--- src/rtl/pfh_consts.vh ---
/*
 * Constants of the prefetch hint unit: hint encodings, cache attribute
 * codes, segment decode, request kinds and field positions.
 * Assumes inclusion by bare name from files under rtl/.
 */
`ifndef PFH_CONSTS_VH
`define PFH_CONSTS_VH

`define PFH_HINT_W          5
`define PFH_HINT_LOAD       5'h00
`define PFH_HINT_STORE      5'h01
`define PFH_HINT_LD_STREAM  5'h04
`define PFH_HINT_ST_STREAM  5'h05
`define PFH_HINT_LD_RETAIN  5'h06
`define PFH_HINT_ST_RETAIN  5'h07
`define PFH_HINT_WB_INVAL   5'h19
`define PFH_HINT_PREP_STORE 5'h1F

`define PFH_ATTR_W          3
`define PFH_ATTR_UNCACHED   3'h2
`define PFH_ATTR_UNC_ACCEL  3'h7
`define PFH_ATTR_COH_EXCL   3'h4
`define PFH_ATTR_COH_WRITE  3'h5

`define PFH_SEG_HI          31
`define PFH_SEG_LO          29
`define PFH_SEG_UNCACHED    3'h5

`define PFH_OFS_W           16
`define PFH_OFS_SIGN        15

`define PFH_KIND_W          3
`define PFH_KIND_LOAD       3'h0
`define PFH_KIND_STORE      3'h1
`define PFH_KIND_WB_INVAL   3'h2
`define PFH_KIND_PREP_STORE 3'h3

`define PFH_PLACE_W         2
`define PFH_PLACE_NORMAL    2'h0
`define PFH_PLACE_STREAM    2'h1
`define PFH_PLACE_RETAIN    2'h2

`define PFH_ADDR_W          32

`endif

--- src/rtl/pfh_addr_gen.v ---
/*
 * Effective address generator: base register plus sign-extended offset,
 * registered. Assumes base and offset are stable while valid_in is high.
 */
`timescale 1ns/1ps
`default_nettype none
`include "pfh_consts.vh"

module pfh_addr_gen #(
   parameter AW = `PFH_ADDR_W
) (
   input  wire                   clk,
   input  wire                   rst_n,
   input  wire                   valid_in,
   input  wire [AW-1:0]          base_in,
   input  wire [`PFH_OFS_W-1:0]  offset_in,
   output reg                    valid_q,
   output reg  [AW-1:0]          eaddr_q
);

   wire [AW-1:0] ofs_ext;

   assign ofs_ext = {{(AW-`PFH_OFS_W){offset_in[`PFH_OFS_SIGN]}}, offset_in}; // see [RL1]

   always @(posedge clk) begin
      if (!rst_n) begin
         valid_q <= 1'b0;
         eaddr_q <= {AW{1'b0}};
      end else begin
         valid_q <= valid_in;
         if (valid_in) begin
            eaddr_q <= base_in + ofs_ext; // see [RL1]
         end
      end
   end

endmodule
`default_nettype wire

--- src/rtl/pfh_hint_decode.v ---
/*
 * Hint field decoder: maps the 5-bit hint to a request kind and a cache
 * placement class. Purely combinational; the caller registers results.
 */
`timescale 1ns/1ps
`default_nettype none
`include "pfh_consts.vh"

module pfh_hint_decode (
   input  wire [`PFH_HINT_W-1:0]  hint,
   input  wire                    prep_store_en,
   output reg                     act,
   output reg  [`PFH_KIND_W-1:0]  kind,
   output reg  [`PFH_PLACE_W-1:0] place
);

   always @* begin
      act   = 1'b1;
      kind  = `PFH_KIND_LOAD;
      place = `PFH_PLACE_NORMAL;
      case (hint)
         `PFH_HINT_LOAD: begin // see [RL12]
            kind = `PFH_KIND_LOAD;
         end
         `PFH_HINT_STORE: begin // see [RL12]
            kind = `PFH_KIND_STORE;
         end
         `PFH_HINT_LD_STREAM: begin // see [RL13]
            place = `PFH_PLACE_STREAM;
         end
         `PFH_HINT_ST_STREAM: begin // see [RL13]
            kind  = `PFH_KIND_STORE;
            place = `PFH_PLACE_STREAM;
         end
         `PFH_HINT_LD_RETAIN: begin // see [RL13]
            place = `PFH_PLACE_RETAIN;
         end
         `PFH_HINT_ST_RETAIN: begin // see [RL13]
            kind  = `PFH_KIND_STORE;
            place = `PFH_PLACE_RETAIN;
         end
         `PFH_HINT_WB_INVAL: begin // see [RL14]
            kind = `PFH_KIND_WB_INVAL;
         end
         `PFH_HINT_PREP_STORE: begin // see [RL3]
            kind = `PFH_KIND_PREP_STORE;
            act  = prep_store_en;
         end
         default: begin
            // Reserved and unused implementation values do nothing.
            act = 1'b0; // see [RL15] see [RL16]
         end
      endcase
   end

endmodule
`default_nettype wire

--- src/rtl/pfh_prefetch_unit.v ---
/*
 * Prefetch hint unit top. Takes a prefetch from the pipeline, forms the
 * effective address, looks up its attributes and, where useful, issues
 * one request to the cache. The pipeline never stalls on a prefetch.
 * Assumes the translation port answers combinationally in the cycle the
 * address is presented, and the cache holds cache_ready low when busy.
 */
// Overview of operation
// [RL1] Address is base plus sign-extended offset.
// [RL2] Any action must keep program meaning.
// [RL3] Only prepare-for-store may change visible state.
// [RL4] Faulting addresses dropped silently, no exceptions.
// [RL5] Invisible actions like writebacks are allowed.
// [RL6] Bus/cache error reporting is implementation choice.
// [RL7] Uncached addresses: no memory operation.
// [RL8] Use the address's own type and attribute.
// [RL9] Fetch a block containing the address.
// [RL10] Coherent attribute gives coherent transaction.
// [RL11] Obey memory barrier ordering and completion.
// [RL12] Hint 0 load fetch, hint 1 store.
// [RL13] Streamed never displaces retained data.
// [RL14] Hint 25 writeback-invalidate, locked lines untouched.
// [RL15] Reserved hints get no meaning.
// [RL16] Unimplemented hints complete as no-operation.
`timescale 1ns/1ps
`default_nettype none
`include "pfh_consts.vh"

module pfh_prefetch_unit #(
   parameter AW         = `PFH_ADDR_W,
   parameter BLOCK_BITS = 5,
   parameter PREP_STORE = 0,
   parameter ERR_REPORT = 0
) (
   input  wire                   clk,
   input  wire                   rst_n,
   input  wire                   cache_warm_hint_op,
   input  wire [`PFH_HINT_W-1:0] hint,
   input  wire [AW-1:0]          int_register_file,
   input  wire [`PFH_OFS_W-1:0]  offset,
   output reg                    tlb_req_q,
   output reg  [AW-1:0]          tlb_vaddr_q,
   input  wire                   tlb_fault,
   input  wire [`PFH_ATTR_W-1:0] cache_coherence_attribute,
   input  wire                   cache_ready,
   input  wire                   cache_done,
   input  wire                   cache_err,
   input  wire                   barrier_req,
   output reg                    barrier_ack_q,
   output reg                    cache_req_q,
   output reg  [AW-1:0]          cache_addr_q,
   output reg  [`PFH_KIND_W-1:0] cache_kind_q,
   output reg  [`PFH_PLACE_W-1:0] cache_place_q,
   output reg  [`PFH_ATTR_W-1:0] cache_attr_q,
   output reg                    cache_coherent_q,
   output reg                    done_q,
   output reg                    dropped_q,
   output reg                    err_report_q
);

   ////////////////////////////////////////////////////////////////////////
   // Address and hint front end.

   localparam [3:0] ST_IDLE  = 4'h1;
   localparam [3:0] ST_LOOK  = 4'h2;
   localparam [3:0] ST_ISSUE = 4'h4;
   localparam [3:0] ST_WAIT  = 4'h8;

   wire                    ea_valid;
   wire [AW-1:0]           ea;
   wire                    dec_act;
   wire [`PFH_KIND_W-1:0]  dec_kind;
   wire [`PFH_PLACE_W-1:0] dec_place;
   wire                    prep_en;

   reg  [3:0]              state_q;
   reg  [3:0]              state_d;
   reg  [`PFH_HINT_W-1:0]  hint_q;
   reg                     hint_hold_q;
   reg                     op_act_q;
   reg  [`PFH_KIND_W-1:0]  op_kind_q;
   reg  [`PFH_PLACE_W-1:0] op_place_q;

   assign prep_en = (PREP_STORE != 0);

   pfh_addr_gen #(
      .AW(AW)
   ) u_addr (
      .clk       (clk),
      .rst_n     (rst_n),
      .valid_in  (cache_warm_hint_op && !hint_hold_q),
      .base_in   (int_register_file),
      .offset_in (offset),
      .valid_q   (ea_valid),
      .eaddr_q   (ea)
   );

   pfh_hint_decode u_dec (
      .hint          (hint_q),
      .prep_store_en (prep_en),
      .act           (dec_act),
      .kind          (dec_kind),
      .place         (dec_place)
   );

   // Uncached by segment, or by the attribute from translation.
   function is_uncached;
      input [AW-1:0]          a;
      input [`PFH_ATTR_W-1:0] attr;
      begin
         is_uncached = (a[`PFH_SEG_HI:`PFH_SEG_LO] == `PFH_SEG_UNCACHED) ||
                       (attr == `PFH_ATTR_UNCACHED) ||
                       (attr == `PFH_ATTR_UNC_ACCEL);
      end
   endfunction

   function is_coherent;
      input [`PFH_ATTR_W-1:0] attr;
      begin
         is_coherent = (attr == `PFH_ATTR_COH_EXCL) || (attr == `PFH_ATTR_COH_WRITE);
      end
   endfunction

   ////////////////////////////////////////////////////////////////////////
   // Sequencer. A prefetch arriving while one is in flight is taken as a
   // no-operation; the trade is a lost hint against never stalling.

   always @* begin
      state_d = state_q;
      case (state_q)
         ST_IDLE: begin
            if (ea_valid) begin
               state_d = ST_LOOK;
            end
         end
         ST_LOOK: begin
            if (!tlb_fault && !is_uncached(tlb_vaddr_q, cache_coherence_attribute) &&
                op_act_q && !barrier_req) begin
               state_d = ST_ISSUE;
            end else begin
               state_d = ST_IDLE;
            end
         end
         ST_ISSUE: begin
            if (cache_ready) begin
               state_d = ST_WAIT;
            end
         end
         ST_WAIT: begin
            if (cache_done) begin
               state_d = ST_IDLE;
            end
         end
         default: begin
            state_d = ST_IDLE;
         end
      endcase
   end

   always @(posedge clk) begin
      if (!rst_n) begin
         state_q     <= ST_IDLE;
         hint_q      <= `PFH_HINT_LOAD;
         hint_hold_q <= 1'b0;
         op_act_q    <= 1'b0;
         op_kind_q   <= `PFH_KIND_LOAD;
         op_place_q  <= `PFH_PLACE_NORMAL;
         tlb_req_q   <= 1'b0;
         tlb_vaddr_q <= {AW{1'b0}};
      end else begin
         state_q   <= state_d;
         tlb_req_q <= 1'b0;
         if (cache_warm_hint_op && !hint_hold_q) begin
            hint_q      <= hint;
            hint_hold_q <= 1'b1;
         end else if (state_q == ST_IDLE && !ea_valid) begin
            hint_hold_q <= 1'b0;
         end
         if (state_q == ST_IDLE && ea_valid) begin
            op_act_q    <= dec_act; // see [RL2] see [RL16]
            op_kind_q   <= dec_kind;
            op_place_q  <= dec_place;
            tlb_req_q   <= 1'b1;
            tlb_vaddr_q <= ea;
         end
      end
   end

   ////////////////////////////////////////////////////////////////////////
   // Cache request port.

   always @(posedge clk) begin
      if (!rst_n) begin
         cache_req_q      <= 1'b0;
         cache_addr_q     <= {AW{1'b0}};
         cache_kind_q     <= `PFH_KIND_LOAD;
         cache_place_q    <= `PFH_PLACE_NORMAL;
         cache_attr_q     <= `PFH_ATTR_UNCACHED;
         cache_coherent_q <= 1'b0;
      end else begin
         if (state_q == ST_LOOK && state_d == ST_ISSUE) begin
            cache_req_q      <= 1'b1;
            // Block aligned request that still holds the address.
            cache_addr_q     <= {tlb_vaddr_q[AW-1:BLOCK_BITS], {BLOCK_BITS{1'b0}}}; // see [RL9]
            cache_kind_q     <= op_kind_q; // see [RL12] see [RL14] see [RL5]
            cache_place_q    <= op_place_q; // see [RL13]
            cache_attr_q     <= cache_coherence_attribute; // see [RL8]
            cache_coherent_q <= is_coherent(cache_coherence_attribute); // see [RL10]
         end else if (state_q == ST_ISSUE && cache_ready) begin
            cache_req_q <= 1'b0;
         end
      end
   end

   ////////////////////////////////////////////////////////////////////////
   // Completion, drop, error report and barrier handshake.

   always @(posedge clk) begin
      if (!rst_n) begin
         done_q        <= 1'b0;
         dropped_q     <= 1'b0;
         err_report_q  <= 1'b0;
         barrier_ack_q <= 1'b0;
      end else begin
         done_q       <= 1'b0;
         dropped_q    <= 1'b0;
         err_report_q <= 1'b0;
         if (state_q == ST_LOOK && state_d == ST_IDLE) begin
            done_q    <= 1'b1;
            // No exception leaves here: faults and uncached just vanish.
            dropped_q <= 1'b1; // see [RL4] see [RL7]
         end
         if (state_q == ST_WAIT && cache_done) begin
            done_q       <= 1'b1;
            err_report_q <= cache_err && (ERR_REPORT != 0); // see [RL6]
         end
         // A barrier is granted only when nothing from a prefetch is in flight.
         barrier_ack_q <= barrier_req && (state_q == ST_IDLE) && !ea_valid; // see [RL11]
      end
   end

endmodule
`default_nettype wire

--- config.mk ---
export PLATFORM = sky130hd
export DESIGN_NAME = pfh_prefetch_unit
export DESIGN_NICKNAME = d
export VERILOG_FILES = /design/src/rtl/pfh_addr_gen.v /design/src/rtl/pfh_hint_decode.v /design/src/rtl/pfh_prefetch_unit.v
export VERILOG_INCLUDE_DIRS = /design/src /design/src/rtl
export SDC_FILE = /design/constraint.sdc
export NUM_CORES = 1
export LEC_CHECK = 0
export BUFFER_PORTS_ARGS = -buffer_cell sky130_fd_sc_hd__buf_2
export CAP_MARGIN = 20
export CORE_AREA = 8 8 138 140
export DETAILED_ROUTE_END_ITERATION = 8
export DIE_AREA = 0 0 146 148
export MAX_ROUTING_LAYER = met4
export PLACE_DENSITY = 0.66
export REMOVE_ABC_BUFFERS = 1
export SLEW_MARGIN = 0
export SYNTH_ARGS = -nofsm -noshare
export SYNTH_HDL_FRONTEND = slang
export SYNTH_SLANG_ARGS = --single-unit
--- constraint.sdc ---
create_clock -name clk -period 2.8 [get_ports clk]
set_clock_uncertainty 0.15 [all_clocks]
set_input_delay 0.14 -clock clk [delete_from_list [all_inputs] [get_ports clk]]
set_output_delay 0.14 -clock clk [all_outputs]
set_load 0.02 [all_outputs]
; ---- Yosys cells after proc, flatten, opt, wreduce, memory -nomap -nowiden
; Index checks and enable logic that the tools add are counted.
[op_classes]
addsub = 1
n_mul = 0
div_mod_pow = 0
magnitude_cmp = 0
n_eq_ne = 18
n_shift = 0
n_mux = 15
bitwise = 0
reduce_logical = 27
[op_table]
columns = op, n
row1 = $add A32 B32 Y32, 1
row2 = $eq A5 B3 Y1 const B, 4
row3 = $pmux W4 S4, 1
row4 = $eq A3 B3 Y1 const B, 4
row5 = $logic_and A1 B1 Y1, 12
row6 = $mux W4, 3
row7 = $eq A5 B5 Y1 const B, 2
row8 = $eq A4 B1 Y1 const B, 2
row9 = $eq A4 B3 Y1 const B, 2
row10 = $mux W1, 8
row11 = $reduce_or A7 Y1, 1
row12 = $pmux W2 S3, 1
row13 = $eq A5 B1 Y1 const B, 1
row14 = $logic_not A1 Y1, 5
row15 = $logic_not A5 Y1, 1
row16 = $eq A4 B2 Y1 const B, 1
row17 = $eq A4 B4 Y1 const B, 1
row18 = $pmux W2 S2, 1
row19 = $reduce_bool A2 Y1, 2
row20 = $reduce_or A2 Y1, 2
row21 = $eq A3 B2 Y1 const B, 1
row22 = $logic_or A1 B1 Y1, 3
row23 = $mux W3, 1
row24 = $reduce_or A3 Y1, 1
[totals]
ff_bits = 122
latchBits = 0
ramBits = 0
mem_bits_ro = 0
output_inout_bits = 79
memories = 0

; ---- Longest topological paths before layout
[depth]
word_depth = 13
mapped_depth = 12

; ---- Modules after synthesis
; From an unflattened synthesis, not the netlist that was laid out.
[unflattened]
hier_cells = 784
area_unflattened_um2 = 6403.6
[modules_own_cells]
columns = module, n_inst, cells_each, area_per_inst_um2, seq_area_each_um2
row1 = pfh_prefetch_unit, 1, 404, 3393.3, 1781.7
row2 = pfh_addr_gen, 1, 365, 2911.5, 660.6
row3 = pfh_hint_decode, 1, 15, 98.8, 0.0

; ---- Least setup slack after synthesis
; Ideal clock, no wire load.
[synth_path]
path_kind = input -> register
start = in offset[0]
end = reg u_addr.eaddr_q[30]
setup_ns = 0.134
arrival_ns = 1.968
required_ns = 2.516
setup_slack_ns = 0.548
path_stages = 12
path_buffers = 0
cell_sequence = ha_1 -> inv_1 -> fa_1 -> nand2b_1 -> a21oi_2 -> o211ai_2 -> o21ai_2 -> a21oi_1 -> nor3_1 -> o22a_1 -> xnor2_1 -> a21oi_1
[synth_between]
elab_chain_cells = 1
[synth_lines]
columns = item, line_no
row1 = "start, declared", pfh_prefetch_unit.v:40  ; input wire [`PFH_OFS_W-1:0] offset,
row2 = $add A32 B32 Y32, pfh_addr_gen.v:32  ; eaddr_q <= base_in + ofs_ext;
row3 = "end signal, assigned", pfh_addr_gen.v:28  ; eaddr_q <= {AW{1'b0}};
row4 = "end signal, assigned", pfh_addr_gen.v:32
row5 = "end, declared", pfh_addr_gen.v:18  ; output reg [AW-1:0] eaddr_q
; No other way between the ends.
; A chain may end at the register's enable or synchronous reset.

; ---- Final worst setup path
[layout_path]
start = in int_register_file[0]
end = reg u_addr.eaddr_q[30]
[layout_between]
elab_chain_cells = 1
[layout_lines]
columns = item, line_no
row1 = "start, declared", pfh_prefetch_unit.v:39  ; input wire [AW-1:0] int_register_file,
row2 = $add A32 B32 Y32, pfh_addr_gen.v:32
; No other way between the ends.

==> qor.yml <==
status: "complete, no violations"
slew_headroom: 0.367
ys_types: 55
avgRoutedWirePerCell_um: 14.3
tightestPinTransition_ns: 0.949
clk_pin_slew_ns: 0.05
nFillCells: 1773
crit_top_cell: "a21oi_1"
area_delta_synth_final_pct: 29.1
p_leak_uw: 0.00318
total_power_uw: 4800
cp_cell_sequence: "dlygate4sd3_1, buf_2, ha_1, inv_1, fa_1, nand2b_4, a21oi_4, o211ai_2, o21ai_4, a21oi_1, nor3_1, o22a_1, xnor2_1, a21oi_1"
synthArstFlopShare: 0
hp-class: "primary input to register"
fin_tns_setup_ns: 0
clkLatencyLatePin_ns: 0.41
rsz0062_at_grt: "no"
arrival_ns: 2.82
max_stage_delay_ns: 0.53
grt_pass1_wl_um: 26100
fin_cells: 1122
peakVddDrop_mv: 0.325
slew_viol_final: 0
h-tree-depth: 4
hold_viol: 0
cp_max_fo: 4
regArea_um2: 2400
via_count: 5431
crit_path_start_kind: "primary input"
first_iter_violations: 272
timing.critical_path.buf_inv: 3
grt_usage: 0.150
synth_edf_count: 0
timing.fmax_mhz: 374
overflow: 0
hpwl_um: 11500
antenna_cells: 0
avgSynthCellArea_um2: 7.79
dp_cells: 1073
ioPinCount: 143
mappedNetlistArea_um2: 5820
grt_pass1_vias: 5270
drt-total-wl_um: 16100
max_cap_viol_count: 0
multi_input_area_um2: 3220
start_util: 0.343
ys_seq_area_frac: 0.413
setup_violations: 0
cts_buffer_depth: 2
die_h_um: 148
post_drt_via_cell_ratio: 4.84
synth_flop_cell: "dfxtp_1"
grt_antenna_before_repair: 0
grt_max_degree: 36
rows: 48
drc: 0
core_region_area_um2: 16900
p_per_area_nw_per_um2: 639
cts_made_buffers: 17
first_pass_iters: 5
cp.required_ns: 2.95
fin_nets: 980
crit_path_end_kind: "register"
path_class: "primary input to register"
ant_nets: 0
utilization: 0.443
critPathSlowestCell: "dlygate4sd3_1"
min_period_ns: 2.67
synth_warnings: 0
place.gp.congestion: 0.860
drive_gt1_frac: 0.213
netlist_instances: 747
cts_sinks: 120
die-area_um2: 21600
io_buffers: 134
crit_family: "compound AO/OA/AOI/OAI gates"
cts_root_buf: "clkbuf_16"
ys_ff_latch: 120
finalCritPeriodShare: 0.955
die_w_um: 146
cts_tree: "yes"
==> flip-flops by register name (all words and copies together) (netlist names) <==
name,cells
tlb_req_q,1
hint_q,5
state_q,4
cache_addr_q,27
dropped_q,1
done_q,1
cache_attr_q,3
u_addr.valid_q,1
cache_kind_q,2
u_addr.eaddr_q,32
cache_req_q,1
tlb_vaddr_q,32
cache_coherent_q,1
op_act_q,1
barrier_ack_q,1
hint_hold_q,1
cache_place_q,2
op_kind_q,2
op_place_q,2
==> through the flow <==
step | instance area [um^2] | worst slack (ns) | hold WS [ns]
finish | 7510 | 0.127 | 0.0114
detailed placement | 6670 | 0.132 | 0.247
CTS | 7460 | 0.0206 | 0.000243
global route | 7510 | 0.0180 | 0.0502
global placement | 6670 | 0.166 | 0.237
floorplan | 5620 | 0.491 | 0.0618
==> tightest hold or removal path, stage by stage <==
cell and delay (ns):
buf_2 0.11, inv_1 0.06, fa_1 0.15, a211oi_1 0.06
==> metal layers <==
metal	wire [um]	part of all wire	vias to the layer above	global-route usage
met1	7670	0.48	2484	0.182
met2	7520	0.47	112	0.241
met3	693	0.043	12	0.0349
li1	-	-	2823	-
met5	0	0	-	-
met4	178	0.011	0	0.0520
==> cell usage in the layout (no fill, tap or decap), types with 12 or more instances in the layout <==
cell type,netlist,final
a21o_1,12,12
a21oi_1,130,130
buf_2,1,134
clkbuf_16,0,17
dfxtp_1,120,120
dlygate4sd3_1,0,16
ha_1,31,31
nand2_1,203,202
nand3_1,20,20
nor2_1,25,25
o21ai_0,13,12
xnor2_1,16,16
xor2_1,12,12
==> Yosys cell counts (2+ instances only) <==
master / number / area, um^2
clkbuf_1: 39 / 146
a211oi_1: 2 / 15.0
a31oi_1: 9 / 56.3
and2_1: 5 / 31.3
dfxtp_1: 120 / 2400
o211ai_1: 3 / 22.5
o21bai_1: 5 / 37.5
o21ai_1: 6 / 30.0
o31ai_1: 2 / 15.0
o22ai_1: 2 / 12.5
a21oi_1: 130 / 651
nor2b_1: 6 / 37.5
a21o_1: 12 / 90.1
a31o_2: 2 / 17.5
a21oi_2: 2 / 17.5
or3_1: 2 / 12.5
mux2i_1: 2 / 20.0
nor4_1: 2 / 12.5
buf_4: 7 / 52.6
o21a_1: 2 / 15.0
nor2_1: 25 / 93.8
a21boi_0: 2 / 15.0
nand3b_1: 3 / 22.5
nand2b_1: 7 / 43.8
nor4b_1: 2 / 17.5
nand4_1: 9 / 56.3
and3_1: 4 / 25.0
ha_1: 31 / 388
xor2_1: 12 / 105
xnor2_1: 16 / 140
nand2_1: 203 / 762
inv_1: 11 / 41.3
a211oi_2: 3 / 37.5
o21ai_0: 13 / 65.1
nor3_1: 5 / 25.0
buf_1: 3 / 11.3
nand3_1: 20 / 100
==> report_power, final <==
part / switching (uW) / internal, uW / leakage [uW] / total, uW
registers: 45.8 / 1780 / 0.000975 / 1830
logic: 406 / 287 / 0.00192 / 694
clock network: 766 / 1510 / 0.000289 / 2280
total: 1220 / 3580 / 0.00318 / 4800
==> final cells by class <==
cell class / instances / area share
well taps: 225 / 0.0375
flip-flops and latches: 120 / 0.320
multi-input cells: 571 / 0.429
clock inverters: 11 / 0.0230
repair buffers: 162 / 0.124
clock buffers: 21 / 0.0600
inverters: 12 / 0.00617
==> cell families (layout without fill, tap and decap cells) <==
family | count (synthesis) | after routing | share of synthesized area
AND/OR/NAND/NOR | 298 | 298 | 0.221
AO/OA/AOI/OAI | 204 | 204 | 0.205
flip-flops | 120 | 120 | 0.413
buffers and inverters | 62 | 206 | 0.0447
adder cells (fa/ha/maj) | 32 | 32 | 0.0701
XOR/XNOR | 28 | 28 | 0.0422
multiplexers | 2 | 2 | 0.00344
other | 1 | 7 | 0.000645
==> worst paths after layout <==
check,from,end,slack (ns),cells after the start
max,int_register_file[0],u_addr.eaddr_q[30],0.13,14
min,int_register_file[1],u_addr.eaddr_q[1],0.01,4
max reg2reg,state_q[1],cache_attr_q[1],0.22,6
min reg2reg,u_addr.eaddr_q[17],tlb_vaddr_q[17],0.30,2
==> what timing repair did <==
item                                    in CTS  in global routing
hold endpoints to repair                    17                  0
endpoints found under the setup margin       0                  7
hold buffers                                16                  0
resized for setup                            0                  8
buffers inserted                             0                  1
Power figures use the tool's default switching activity.
